[src/rtl/l1_policy_pkg.sv]
// Constants for the level-one cache policy and control block.
// Assumes a single core clock and a synchronous active-high reset.
package l1_policy_pkg;
  localparam int unsigned LINE_BYTES   = 64;
  localparam int unsigned WORD_BYTES   = 8;
  localparam int unsigned LINE_WORDS   = LINE_BYTES / WORD_BYTES;
  localparam int unsigned WIDX_W       = $clog2(LINE_WORDS);
  localparam int unsigned INV_SETS     = 16;
  localparam int unsigned SET_W        = $clog2(INV_SETS);
  // Register bus
  localparam int unsigned ADDR_W       = 4;
  localparam logic [3:0]  CTRL_OFF     = 4'h0;
  localparam logic [3:0]  XCTRL_OFF    = 4'h4;
  localparam logic [3:0]  STATUS_OFF   = 4'h8;
  // Control register fields
  localparam int unsigned CTRL_IC_EN   = 0;
  localparam int unsigned CTRL_DC_EN   = 1;
  // Extended control: stream threshold fields
  localparam int unsigned XC_L2_LSB    = 0;
  localparam int unsigned XC_L3_LSB    = 4;
  localparam int unsigned XC_SYS_LSB   = 8;
  localparam int unsigned XC_HIT_LSB   = 12;
  localparam int unsigned THR_W        = 4;
  localparam logic [31:0] XCTRL_RST    = 32'h0000_4842;
  // Stream destinations
  typedef enum logic [1:0] {
    DEST_L2  = 2'b00,
    DEST_L3  = 2'b01,
    DEST_SYS = 2'b10
  } dest_type;
  // Maintenance operation codes
  typedef enum logic [2:0] {
    MOP_NONE        = 3'b000,
    MOP_INV_ADDR    = 3'b001,
    MOP_CINV_ADDR   = 3'b010,
    MOP_LINV_ADDR   = 3'b011,
    MOP_INV_SETWAY  = 3'b100,
    MOP_ZERO_LINE   = 3'b101
  } mop_type;
  // Maintenance action flags
  localparam logic [1:0]  ACT_CLEAN    = 2'b01;
  localparam logic [1:0]  ACT_INVAL    = 2'b10;
  // Coherence states
  typedef enum logic [1:0] {
    MESI_I = 2'b00,
    MESI_S = 2'b01,
    MESI_E = 2'b10,
    MESI_M = 2'b11
  } mesi_type;
endpackage

[src/rtl/l1_cache_policy_control.sv]
// Policy and control for the level-one instruction and data caches.
// Assumes fetch/load-store pipeline requests and memory events arrive synchronous to ref_clk.
// Notes on behaviour
// - Reset: caches off, both invalidated automatically
// - Skip reset invalidate in debug recovery mode
// - Separate instruction and data cache enables
// - No line or way locking exists
// - Linefills request critical word first
// - Fetch skips icache arrays when disabled
// - Disabled icache: cacheable fetch made non-cacheable
// - Device pages fetch as non-cacheable normal
// - Fetch miss may probe dcache; allocate if enabled
// - Disabled dcache: loads/stores skip L1/L2/L3
// - Fetch allocates in L2/L3 only with dcache
// - Disabled dcache: cacheable data made non-cacheable
// - L2 enable follows data cache enable
// - Invalidate by address runs as clean-invalidate
// - Dirty data cleaned before invalidation by address
// - Set/way invalidate cleans too; override ignored
// - Allocate on read miss and write miss
// - Enter streaming: full-line stores or zero-line
// - Streaming: store misses go out, no linefill
// - Leave streaming on lost line or hits
// - Stream thresholds from extended control register
// - Line is 64 bytes fixed
//
// The implementer's own choices: the register offsets and the strobed register port.
`timescale 1ns/1ns
module l1_cache_policy_control
  import l1_policy_pkg::*;
#(
  parameter int unsigned HIT_WIN = 16
) (
  input  wire logic                          ref_clk,
  input  wire logic                          sys_rst,
  input  wire logic                          debug_recovery_mode,
  input  wire logic [l1_policy_pkg::ADDR_W-1:0] reg_addr,
  input  wire logic [31:0]                   reg_wdata,
  input  wire logic                          reg_wr,
  input  wire logic                          reg_rd,
  output logic [31:0]                        reg_rdata,
  input  wire logic                          fetch_req,
  input  wire logic                          fetch_cacheable,
  input  wire logic                          fetch_device,
  input  wire logic                          fetch_ic_hit,
  output logic                               fetch_ic_access_ff,
  output logic                               fetch_noncache_ff,
  output logic                               fetch_dc_probe_ff,
  output logic                               fetch_dc_alloc_ff,
  output logic                               fetch_l2_alloc_ff,
  input  wire logic                          ls_req,
  input  wire logic                          ls_store,
  input  wire logic                          ls_cacheable,
  input  wire logic                          ls_hit,
  input  wire logic [l1_policy_pkg::WIDX_W-1:0] ls_word,
  output logic                               ls_array_access_ff,
  output logic                               ls_noncache_ff,
  output logic                               ls_alloc_ff,
  output logic                               ls_stream_out_ff,
  output logic [l1_policy_pkg::WIDX_W-1:0]   fill_first_word_ff,
  input  wire logic                          linefill_pending,
  input  wire logic                          store_resource_lost,
  input  wire logic [l1_policy_pkg::THR_W-1:0] stream_count,
  output logic [1:0]                         stream_dest_ff,
  input  wire logic                          mop_valid,
  input  wire l1_policy_pkg::mop_type        mop_code,
  input  wire logic                          mop_line_dirty,
  input  wire logic                          hyp_set_way_override_a32,
  input  wire logic                          hyp_set_way_override_a64,
  output logic [1:0]                         mop_action_ff,
  output logic                               mop_clean_first_ff,
  input  wire logic [1:0]                    snoop_state,
  input  wire logic                          snoop_req,
  input  wire logic                          snoop_read_shared,
  output logic [1:0]                         snoop_next_ff,
  output logic                               inval_busy_ff,
  output logic [l1_policy_pkg::SET_W-1:0]    inval_set_ff,
  output logic                               ic_en_ff,
  output logic                               dc_en_ff,
  output logic                               l2_en_ff,
  output logic                               stream_mode_ff
);
  import l1_policy_pkg::*;

  if (HIT_WIN < 2 || HIT_WIN > 255) begin : g_bad_hit_win
    $error("HIT_WIN out of range");
  end

  typedef enum logic [1:0] {
    INV_IDLE  = 2'b00,
    INV_START = 2'b01,
    INV_RUN   = 2'b10
  } inv_type;

  inv_type     inv_st_ff;
  inv_type     nxt_inv_st;
  logic [SET_W-1:0] nxt_inv_set;
  logic [31:0] xctrl_ff;
  logic        dbg_s1_ff;
  logic        dbg_s2_ff;
  logic [LINE_WORDS-1:0] store_mask_ff;
  logic [7:0]  win_cnt_ff;
  logic [7:0]  hit_cnt_ff;

  // Register decode
  wire wr_ctrl  = reg_wr && reg_addr == CTRL_OFF;
  wire wr_xctrl = reg_wr && reg_addr == XCTRL_OFF;
  wire [31:0] rd_mux = (reg_addr == CTRL_OFF)   ? {30'h0, dc_en_ff, ic_en_ff} :
                       (reg_addr == XCTRL_OFF)  ? xctrl_ff :
                       (reg_addr == STATUS_OFF) ? {28'h0, l2_en_ff, inval_busy_ff, stream_mode_ff, 1'b0} :
                                                  32'h0;

  // Streaming thresholds from extended control
  wire [THR_W-1:0] thr_l2  = xctrl_ff[XC_L2_LSB +: THR_W];
  wire [THR_W-1:0] thr_l3  = xctrl_ff[XC_L3_LSB +: THR_W];
  wire [THR_W-1:0] thr_sys = xctrl_ff[XC_SYS_LSB +: THR_W];
  wire [THR_W-1:0] thr_hit = xctrl_ff[XC_HIT_LSB +: THR_W];
  wire [1:0] nxt_dest = (stream_count >= thr_sys) ? DEST_SYS :
                        (stream_count >= thr_l3)  ? DEST_L3 : DEST_L2;

  // Fetch policy
  wire fetch_cacheable_eff = fetch_cacheable && !fetch_device;
  wire nxt_fetch_ic   = fetch_req && ic_en_ff;
  wire nxt_fetch_nc   = fetch_req && (!ic_en_ff || !fetch_cacheable_eff);
  wire fetch_miss     = fetch_req && ic_en_ff && fetch_cacheable_eff && !fetch_ic_hit;
  wire nxt_fetch_l2a  = fetch_miss && dc_en_ff;

  // Load/store policy
  // Allocation keeps no lock or pinning state
  wire ls_cache_ok    = ls_req && dc_en_ff && ls_cacheable;
  wire ls_miss        = ls_cache_ok && !ls_hit;
  wire nxt_ls_alloc   = ls_miss && !(ls_store && stream_mode_ff);
  wire nxt_ls_out     = ls_miss && ls_store && stream_mode_ff;

  // Streaming detection
  wire store_miss     = ls_miss && ls_store;
  wire [LINE_WORDS-1:0] nxt_mask = (store_mask_ff | (LINE_WORDS'(1) << ls_word));
  wire line_full      = store_miss && linefill_pending && (&nxt_mask);
  wire zero_line      = mop_valid && mop_code == MOP_ZERO_LINE;
  wire enter_stream   = line_full || zero_line;
  wire win_end        = stream_mode_ff && ls_cache_ok && ls_store && win_cnt_ff == 8'(HIT_WIN - 1);
  wire many_hits      = win_end && (hit_cnt_ff + {7'h0, ls_hit}) >= {4'h0, thr_hit};
  wire leave_stream   = store_resource_lost || many_hits;

  // Maintenance interpretation
  wire mop_addr   = mop_code == MOP_INV_ADDR || mop_code == MOP_LINV_ADDR || mop_code == MOP_CINV_ADDR;
  wire mop_sw     = mop_code == MOP_INV_SETWAY;
  // Overrides deliberately unused
  wire sw_ovr_ignored = hyp_set_way_override_a32 | hyp_set_way_override_a64;
  wire [1:0] nxt_act  = (mop_valid && (mop_addr || mop_sw)) ? (ACT_CLEAN | ACT_INVAL) : 2'b00;
  wire nxt_clean1st   = mop_valid && mop_addr && mop_line_dirty;

  // MESI next state on snoop
  function automatic logic [1:0] mesi_next(input logic [1:0] cur, input logic shared_rd);
    mesi_next = (cur == MESI_I) ? MESI_I : (shared_rd ? MESI_S : MESI_I);
  endfunction

  // Reset invalidation walk
  always_comb begin
    nxt_inv_st  = inv_st_ff;
    nxt_inv_set = inval_set_ff;
    case (inv_st_ff)
      INV_START: begin
        nxt_inv_set = '0;
        nxt_inv_st  = dbg_s2_ff ? INV_IDLE : INV_RUN;
      end
      INV_RUN: begin
        nxt_inv_set = inval_set_ff + SET_W'(1);
        if (inval_set_ff == SET_W'(INV_SETS - 1)) begin
          nxt_inv_st = INV_IDLE;
        end
      end
      INV_IDLE: begin
        nxt_inv_st = INV_IDLE;
      end
      default: begin
        nxt_inv_st = INV_IDLE;
      end
    endcase
  end

  always_ff @(posedge ref_clk) begin
    dbg_s1_ff <= debug_recovery_mode;
    dbg_s2_ff <= dbg_s1_ff;
  end

  always_ff @(posedge ref_clk) begin
    if (sys_rst) begin
      inv_st_ff     <= INV_START;
      inval_set_ff  <= '0;
      inval_busy_ff <= 1'b0;
    end else begin
      inv_st_ff     <= nxt_inv_st;
      inval_set_ff  <= nxt_inv_set;
      inval_busy_ff <= (nxt_inv_st == INV_RUN);
    end
  end

  // Control registers
  always_ff @(posedge ref_clk) begin
    if (sys_rst) begin
      ic_en_ff <= 1'b0;
      dc_en_ff <= 1'b0;
      l2_en_ff <= 1'b0;
      xctrl_ff <= XCTRL_RST;
      reg_rdata <= 32'h0;
    end else begin
      if (wr_ctrl) begin
        ic_en_ff <= reg_wdata[CTRL_IC_EN];
        dc_en_ff <= reg_wdata[CTRL_DC_EN];
        l2_en_ff <= reg_wdata[CTRL_DC_EN];
      end
      if (wr_xctrl) begin
        xctrl_ff <= reg_wdata;
      end
      reg_rdata <= reg_rd ? rd_mux : 32'h0;
    end
  end

  // Policy outputs
  always_ff @(posedge ref_clk) begin
    if (sys_rst) begin
      fetch_ic_access_ff <= 1'b0;
      fetch_noncache_ff  <= 1'b0;
      fetch_dc_probe_ff  <= 1'b0;
      fetch_dc_alloc_ff  <= 1'b0;
      fetch_l2_alloc_ff  <= 1'b0;
      ls_array_access_ff <= 1'b0;
      ls_noncache_ff     <= 1'b0;
      ls_alloc_ff        <= 1'b0;
      ls_stream_out_ff   <= 1'b0;
      fill_first_word_ff <= '0;
      mop_action_ff      <= 2'b00;
      mop_clean_first_ff <= 1'b0;
      snoop_next_ff      <= MESI_I;
      stream_dest_ff     <= DEST_L2;
    end else begin
      fetch_ic_access_ff <= nxt_fetch_ic;
      fetch_noncache_ff  <= nxt_fetch_nc;
      fetch_dc_probe_ff  <= fetch_miss;
      fetch_dc_alloc_ff  <= nxt_fetch_l2a;
      fetch_l2_alloc_ff  <= nxt_fetch_l2a;
      ls_array_access_ff <= ls_cache_ok;
      ls_noncache_ff     <= ls_req && !ls_cache_ok;
      ls_alloc_ff        <= nxt_ls_alloc;
      ls_stream_out_ff   <= nxt_ls_out;
      if (nxt_ls_alloc) begin
        fill_first_word_ff <= ls_word;
      end
      mop_action_ff      <= nxt_act;
      mop_clean_first_ff <= nxt_clean1st;
      snoop_next_ff      <= snoop_req ? mesi_next(snoop_state, snoop_read_shared) : snoop_state;
      stream_dest_ff     <= nxt_dest;
    end
  end

  // Streaming mode state
  always_ff @(posedge ref_clk) begin
    if (sys_rst) begin
      stream_mode_ff <= 1'b0;
      store_mask_ff  <= '0;
      win_cnt_ff     <= 8'h0;
      hit_cnt_ff     <= 8'h0;
    end else begin
      if (leave_stream) begin
        stream_mode_ff <= 1'b0;
      end else if (enter_stream) begin
        stream_mode_ff <= 1'b1;
      end
      if (!linefill_pending || line_full) begin
        store_mask_ff <= '0;
      end else if (store_miss) begin
        store_mask_ff <= nxt_mask;
      end
      if (!stream_mode_ff || many_hits) begin
        win_cnt_ff <= 8'h0;
        hit_cnt_ff <= 8'h0;
      end else if (ls_cache_ok && ls_store) begin
        win_cnt_ff <= (win_cnt_ff == 8'(HIT_WIN - 1)) ? 8'h0 : win_cnt_ff + 8'h1;
        hit_cnt_ff <= (win_cnt_ff == 8'(HIT_WIN - 1)) ? 8'h0 : hit_cnt_ff + {7'h0, ls_hit};
      end
    end
  end
endmodule

[config.mk]
export PLATFORM = sky130hd
export DESIGN_NAME = l1_cache_policy_control
export DESIGN_NICKNAME = d
export VERILOG_FILES = /design/src/rtl/l1_policy_pkg.sv /design/src/rtl/l1_cache_policy_control.sv
export SDC_FILE = /design/constraint.sdc
export NUM_CORES = 1
export LEC_CHECK = 0
export BUFFER_PORTS_ARGS = -buffer_cell sky130_fd_sc_hd__buf_4
export CORE_ASPECT_RATIO = 1.4
export CORE_MARGIN = 2
export CORE_UTILIZATION = 30
export CTS_CLUSTER_DIAMETER = 120
export DETAILED_ROUTE_END_ITERATION = 6
export PLACE_DENSITY = 0.57
export SLEW_MARGIN = 5
export SYNTH_ARGS = -nofsm -noshare
export SYNTH_HDL_FRONTEND = slang
export SYNTH_SLANG_ARGS = --single-unit
[constraint.sdc]
create_clock -name ref_clk -period 2.13 [get_ports ref_clk]
set_input_delay 0.3195 -clock ref_clk [delete_from_list [all_inputs] [get_ports ref_clk]]
set_output_delay 0.3195 -clock ref_clk [all_outputs]
set_load 0.02 [all_outputs]
==> metrics.md <==
| Metric | Value |
|---|---|
| Outcome | finished clean |
| Critical setup path kind | reg2reg |
| Avg WL per Cell | 14.21 µm |
| CTS Root Cell | clkbuf_16 |
| Cts bufs inserted | 17 |
| Hold WS | 71.07 ps |
| Lkg Pwr | 2.714 nW |
| Final ANT Viol Nets | 0 |
| Nets | 734 |
| Setup Skew | 9.968 ps |
| Area contributors post-synth | dfxtp_1, nand2_1, a21oi_1, ha_1, nor2_1 |
| Die Y-Extent | 150.8 µm |
| Largest net degree at the start of global routing | 31 |
| Final core occ | 0.4285 |
| Gpl congestion | 0.8291 |
| Antenna violations before repair | 0 |
| DRT Wirelength | 12100 µm |
| Vias in the first global route | 3888 |
| Hold WC Path Type | in2reg |
| DRT iter0 DRCs | 170 |
| Synth async-reset ratio | 0 |
| Die span in x | 108.8 µm |
| Maximum root-to-sink buffer count | 2 |
| CP startpoint kind | flop |
| Ys flop type | dfxtp_1 |
| Worst path required time | 2450 ps |
| Row count | 53 |
| Crit path max fanout | 3 |
| Setup repair bufs after CTS | 0 |
| Layout area overhead | 39.74% |
| Reg-to-reg setup timing slack | 110 ps |
| Final hold vios | 0 |
| Fmax | 0.4954 GHz |
| Max_slew headroom | 0.5793 |
| Seq/Total Area, Yosys | 0.5075 |
| First-pass GRT wire length | 18870 µm |
| Worst Tran Pin Value | 631.1 ps |
| # setup viols final | 0 |
| Final critical-path share of the clock period | 0.9477 |
| Final HPWL from detailed placement | 8905 µm |
| Critical Path Sink Type | flop |
| Crit path arrival time | 2340 ps |
| Flops & latches, synth | 117 |
| Total of max-cap violations | 0 |
| Syn Inst Count | 514 |
| Total vias in the final route | 4035 |
| Synth top area share | 0.5075 |
| Post-Syn Nets | 601 |
| Initial Util | 0.3066 |
| Total gr overflow | 0 |
| GRT Resource Usage Total | 0.1488 |
| H-tree depth | 4 |
| Pre-Repair DR Iteration Count | 4 |
| RSZ-0062 raised after global routing | false |
| # diodes | 0 |
| Clk_lat worst skew | 410 ps |
| Reg clk slew, reported paths | 50 ps |
| Ports | 129 |
| Post-synth EDFFs | 0 |
| Min Clock Period, post-route | 2019 ps |
| CTS tree | yes |
| Power per cell area | 834.7 nW/µm² |
| IO Port Bufs | 126 |
| Core Box Area | 15050 µm² |
| Mapped cell area | 4616 µm² |
| Slew Limit Fails | 0 |
| CTS Sinks | 117 |
| Drc violations | 0 |
| Number of synthesis warnings | 0 |
| Via density | 4.741 |
| Yosys top cell by area | dfxtp_1 |
| Syn_area_per_cell | 8.980 µm² |
| Synth cell types | 48 |
| Layout cells sized above 1 | 0.2838 |
| Die Area | 16410 µm² |
| Peak VDD IR | 0.0003814 V |
==> per-stage QoR <==
| step | worst slack (ps) | setup TNS (ps) | power, W | cell area, µm² | instances |
|---|---|---|---|---|---|
| 5_1_grt | 52.99 | 0 | 0.005585 | 6450 | 851 |
| 3_3_place_gp | -12.53 | -12.53 | 0.002548 | 5798 | 819 |
| 6_report | 111.4 | 0 | 0.005384 | 6450 | 851 |
| 2_1_floorplan | 258.1 | 0 | 0.002390 | 4616 | 514 |
| 4_1_cts | 98.46 | 0 | 0.005451 | 6405 | 851 |
| 3_5_place_dp | -49.35 | -49.35 | 0.002553 | 5798 | 819 |
==> timing repair <==
item	4_1_cts	5_1_grt
endpoints found under the setup margin	0	1
hold endpoints to repair	1	0
resized for setup	0	8
hold buffers	1	0
==> synth_stat cells (10+ instances only) <==
| master | count |
|---|---|
| nor3_1 | 10 |
| nand2_1 | 75 |
| a21oi_1 | 50 |
| nor2_1 | 43 |
| nor4_1 | 10 |
| clkbuf_1 | 16 |
| ha_1 | 18 |
| and2_1 | 22 |
| nand3_1 | 11 |
| inv_1 | 21 |
| dfxtp_1 | 117 |
==> critical path: stages, from the launching register on <==
cell and delay [ps]:
dfxtp_2 330, ha_4 170, ha_4 210, ha_1 280
a211o_1 310, a211oi_2 250, a41oi_2 130, nor4_2 240
==> cell families after synthesis <==
logic type,share of synthesized area
AND/OR/NAND/NOR,0.2510
flip-flops,0.5075
AO/OA/AOI/OAI,0.1139
buffers and inverters,0.04663
multiplexers,0.01328
XOR/XNOR,0.01898
adder cells (fa/ha/maj),0.04879
==> layout make-up <==
class / instances / area [µm²]
clock inverter: 13 / 157.7
multi-input combinational: 347 / 2102
clock buffer: 18 / 439.2
timing repair buffer: 143 / 1089
tap: 192 / 240.2
inverter: 21 / 78.83
fill: 1481 / 8603
sequential: 117 / 2344
==> layout by cell type, fill, tap and decap left out, drive strengths merged, types with 10 or more instances in the layout <==
| master | synthesis | layout |
|---|---|---|
| buf | 13 | 142 |
| dfxtp | 117 | 117 |
| nand2 | 75 | 75 |
| a21oi | 50 | 50 |
| nor2 | 44 | 44 |
| and2 | 22 | 22 |
| inv | 21 | 22 |
| clkbuf | 16 | 18 |
| ha | 18 | 18 |
| nand3 | 11 | 11 |
| nor3 | 11 | 11 |
| nor4 | 10 | 10 |
==> state kept, by name, indices dropped and copies added (netlist names), 3 cells and up <==
register	cells
xctrl_ff	32
win_cnt_ff	8
hit_cnt_ff	8
fill_first_word_ff	3
reg_rdata	32
store_mask_ff	8
inval_set_ff	4
==> per-layer routing <==
metal	part of all wire	vias up	track usage
li1	-	2018	-
met5	0	-	0
met4	0.017	0	0.05705
met3	0.066	14	0.04372
met2	0.48	123	0.2494
met1	0.43	1880	0.1781
==> report_power, final <==
group	total [W]	internal, W	switching, W
Combinational	0.000284	0.000144	0.000140
Clock	0.00288	0.00186	0.00102
Sequential	0.00222	0.00221	0.0000108
==> worst paths after layout <==
| check | start | to | depth (start not counted) |
|---|---|---|---|
| min | store_resource_lost | stream_mode_ff | 2 |
| min reg2reg | dbg_s1_ff | dbg_s2_ff | 0 |
| max reg2reg | hit_cnt_ff[0] | stream_mode_ff | 7 |
| max | hit_cnt_ff[0] | stream_mode_ff | 7 |
(Power assumes the default switching activity.)
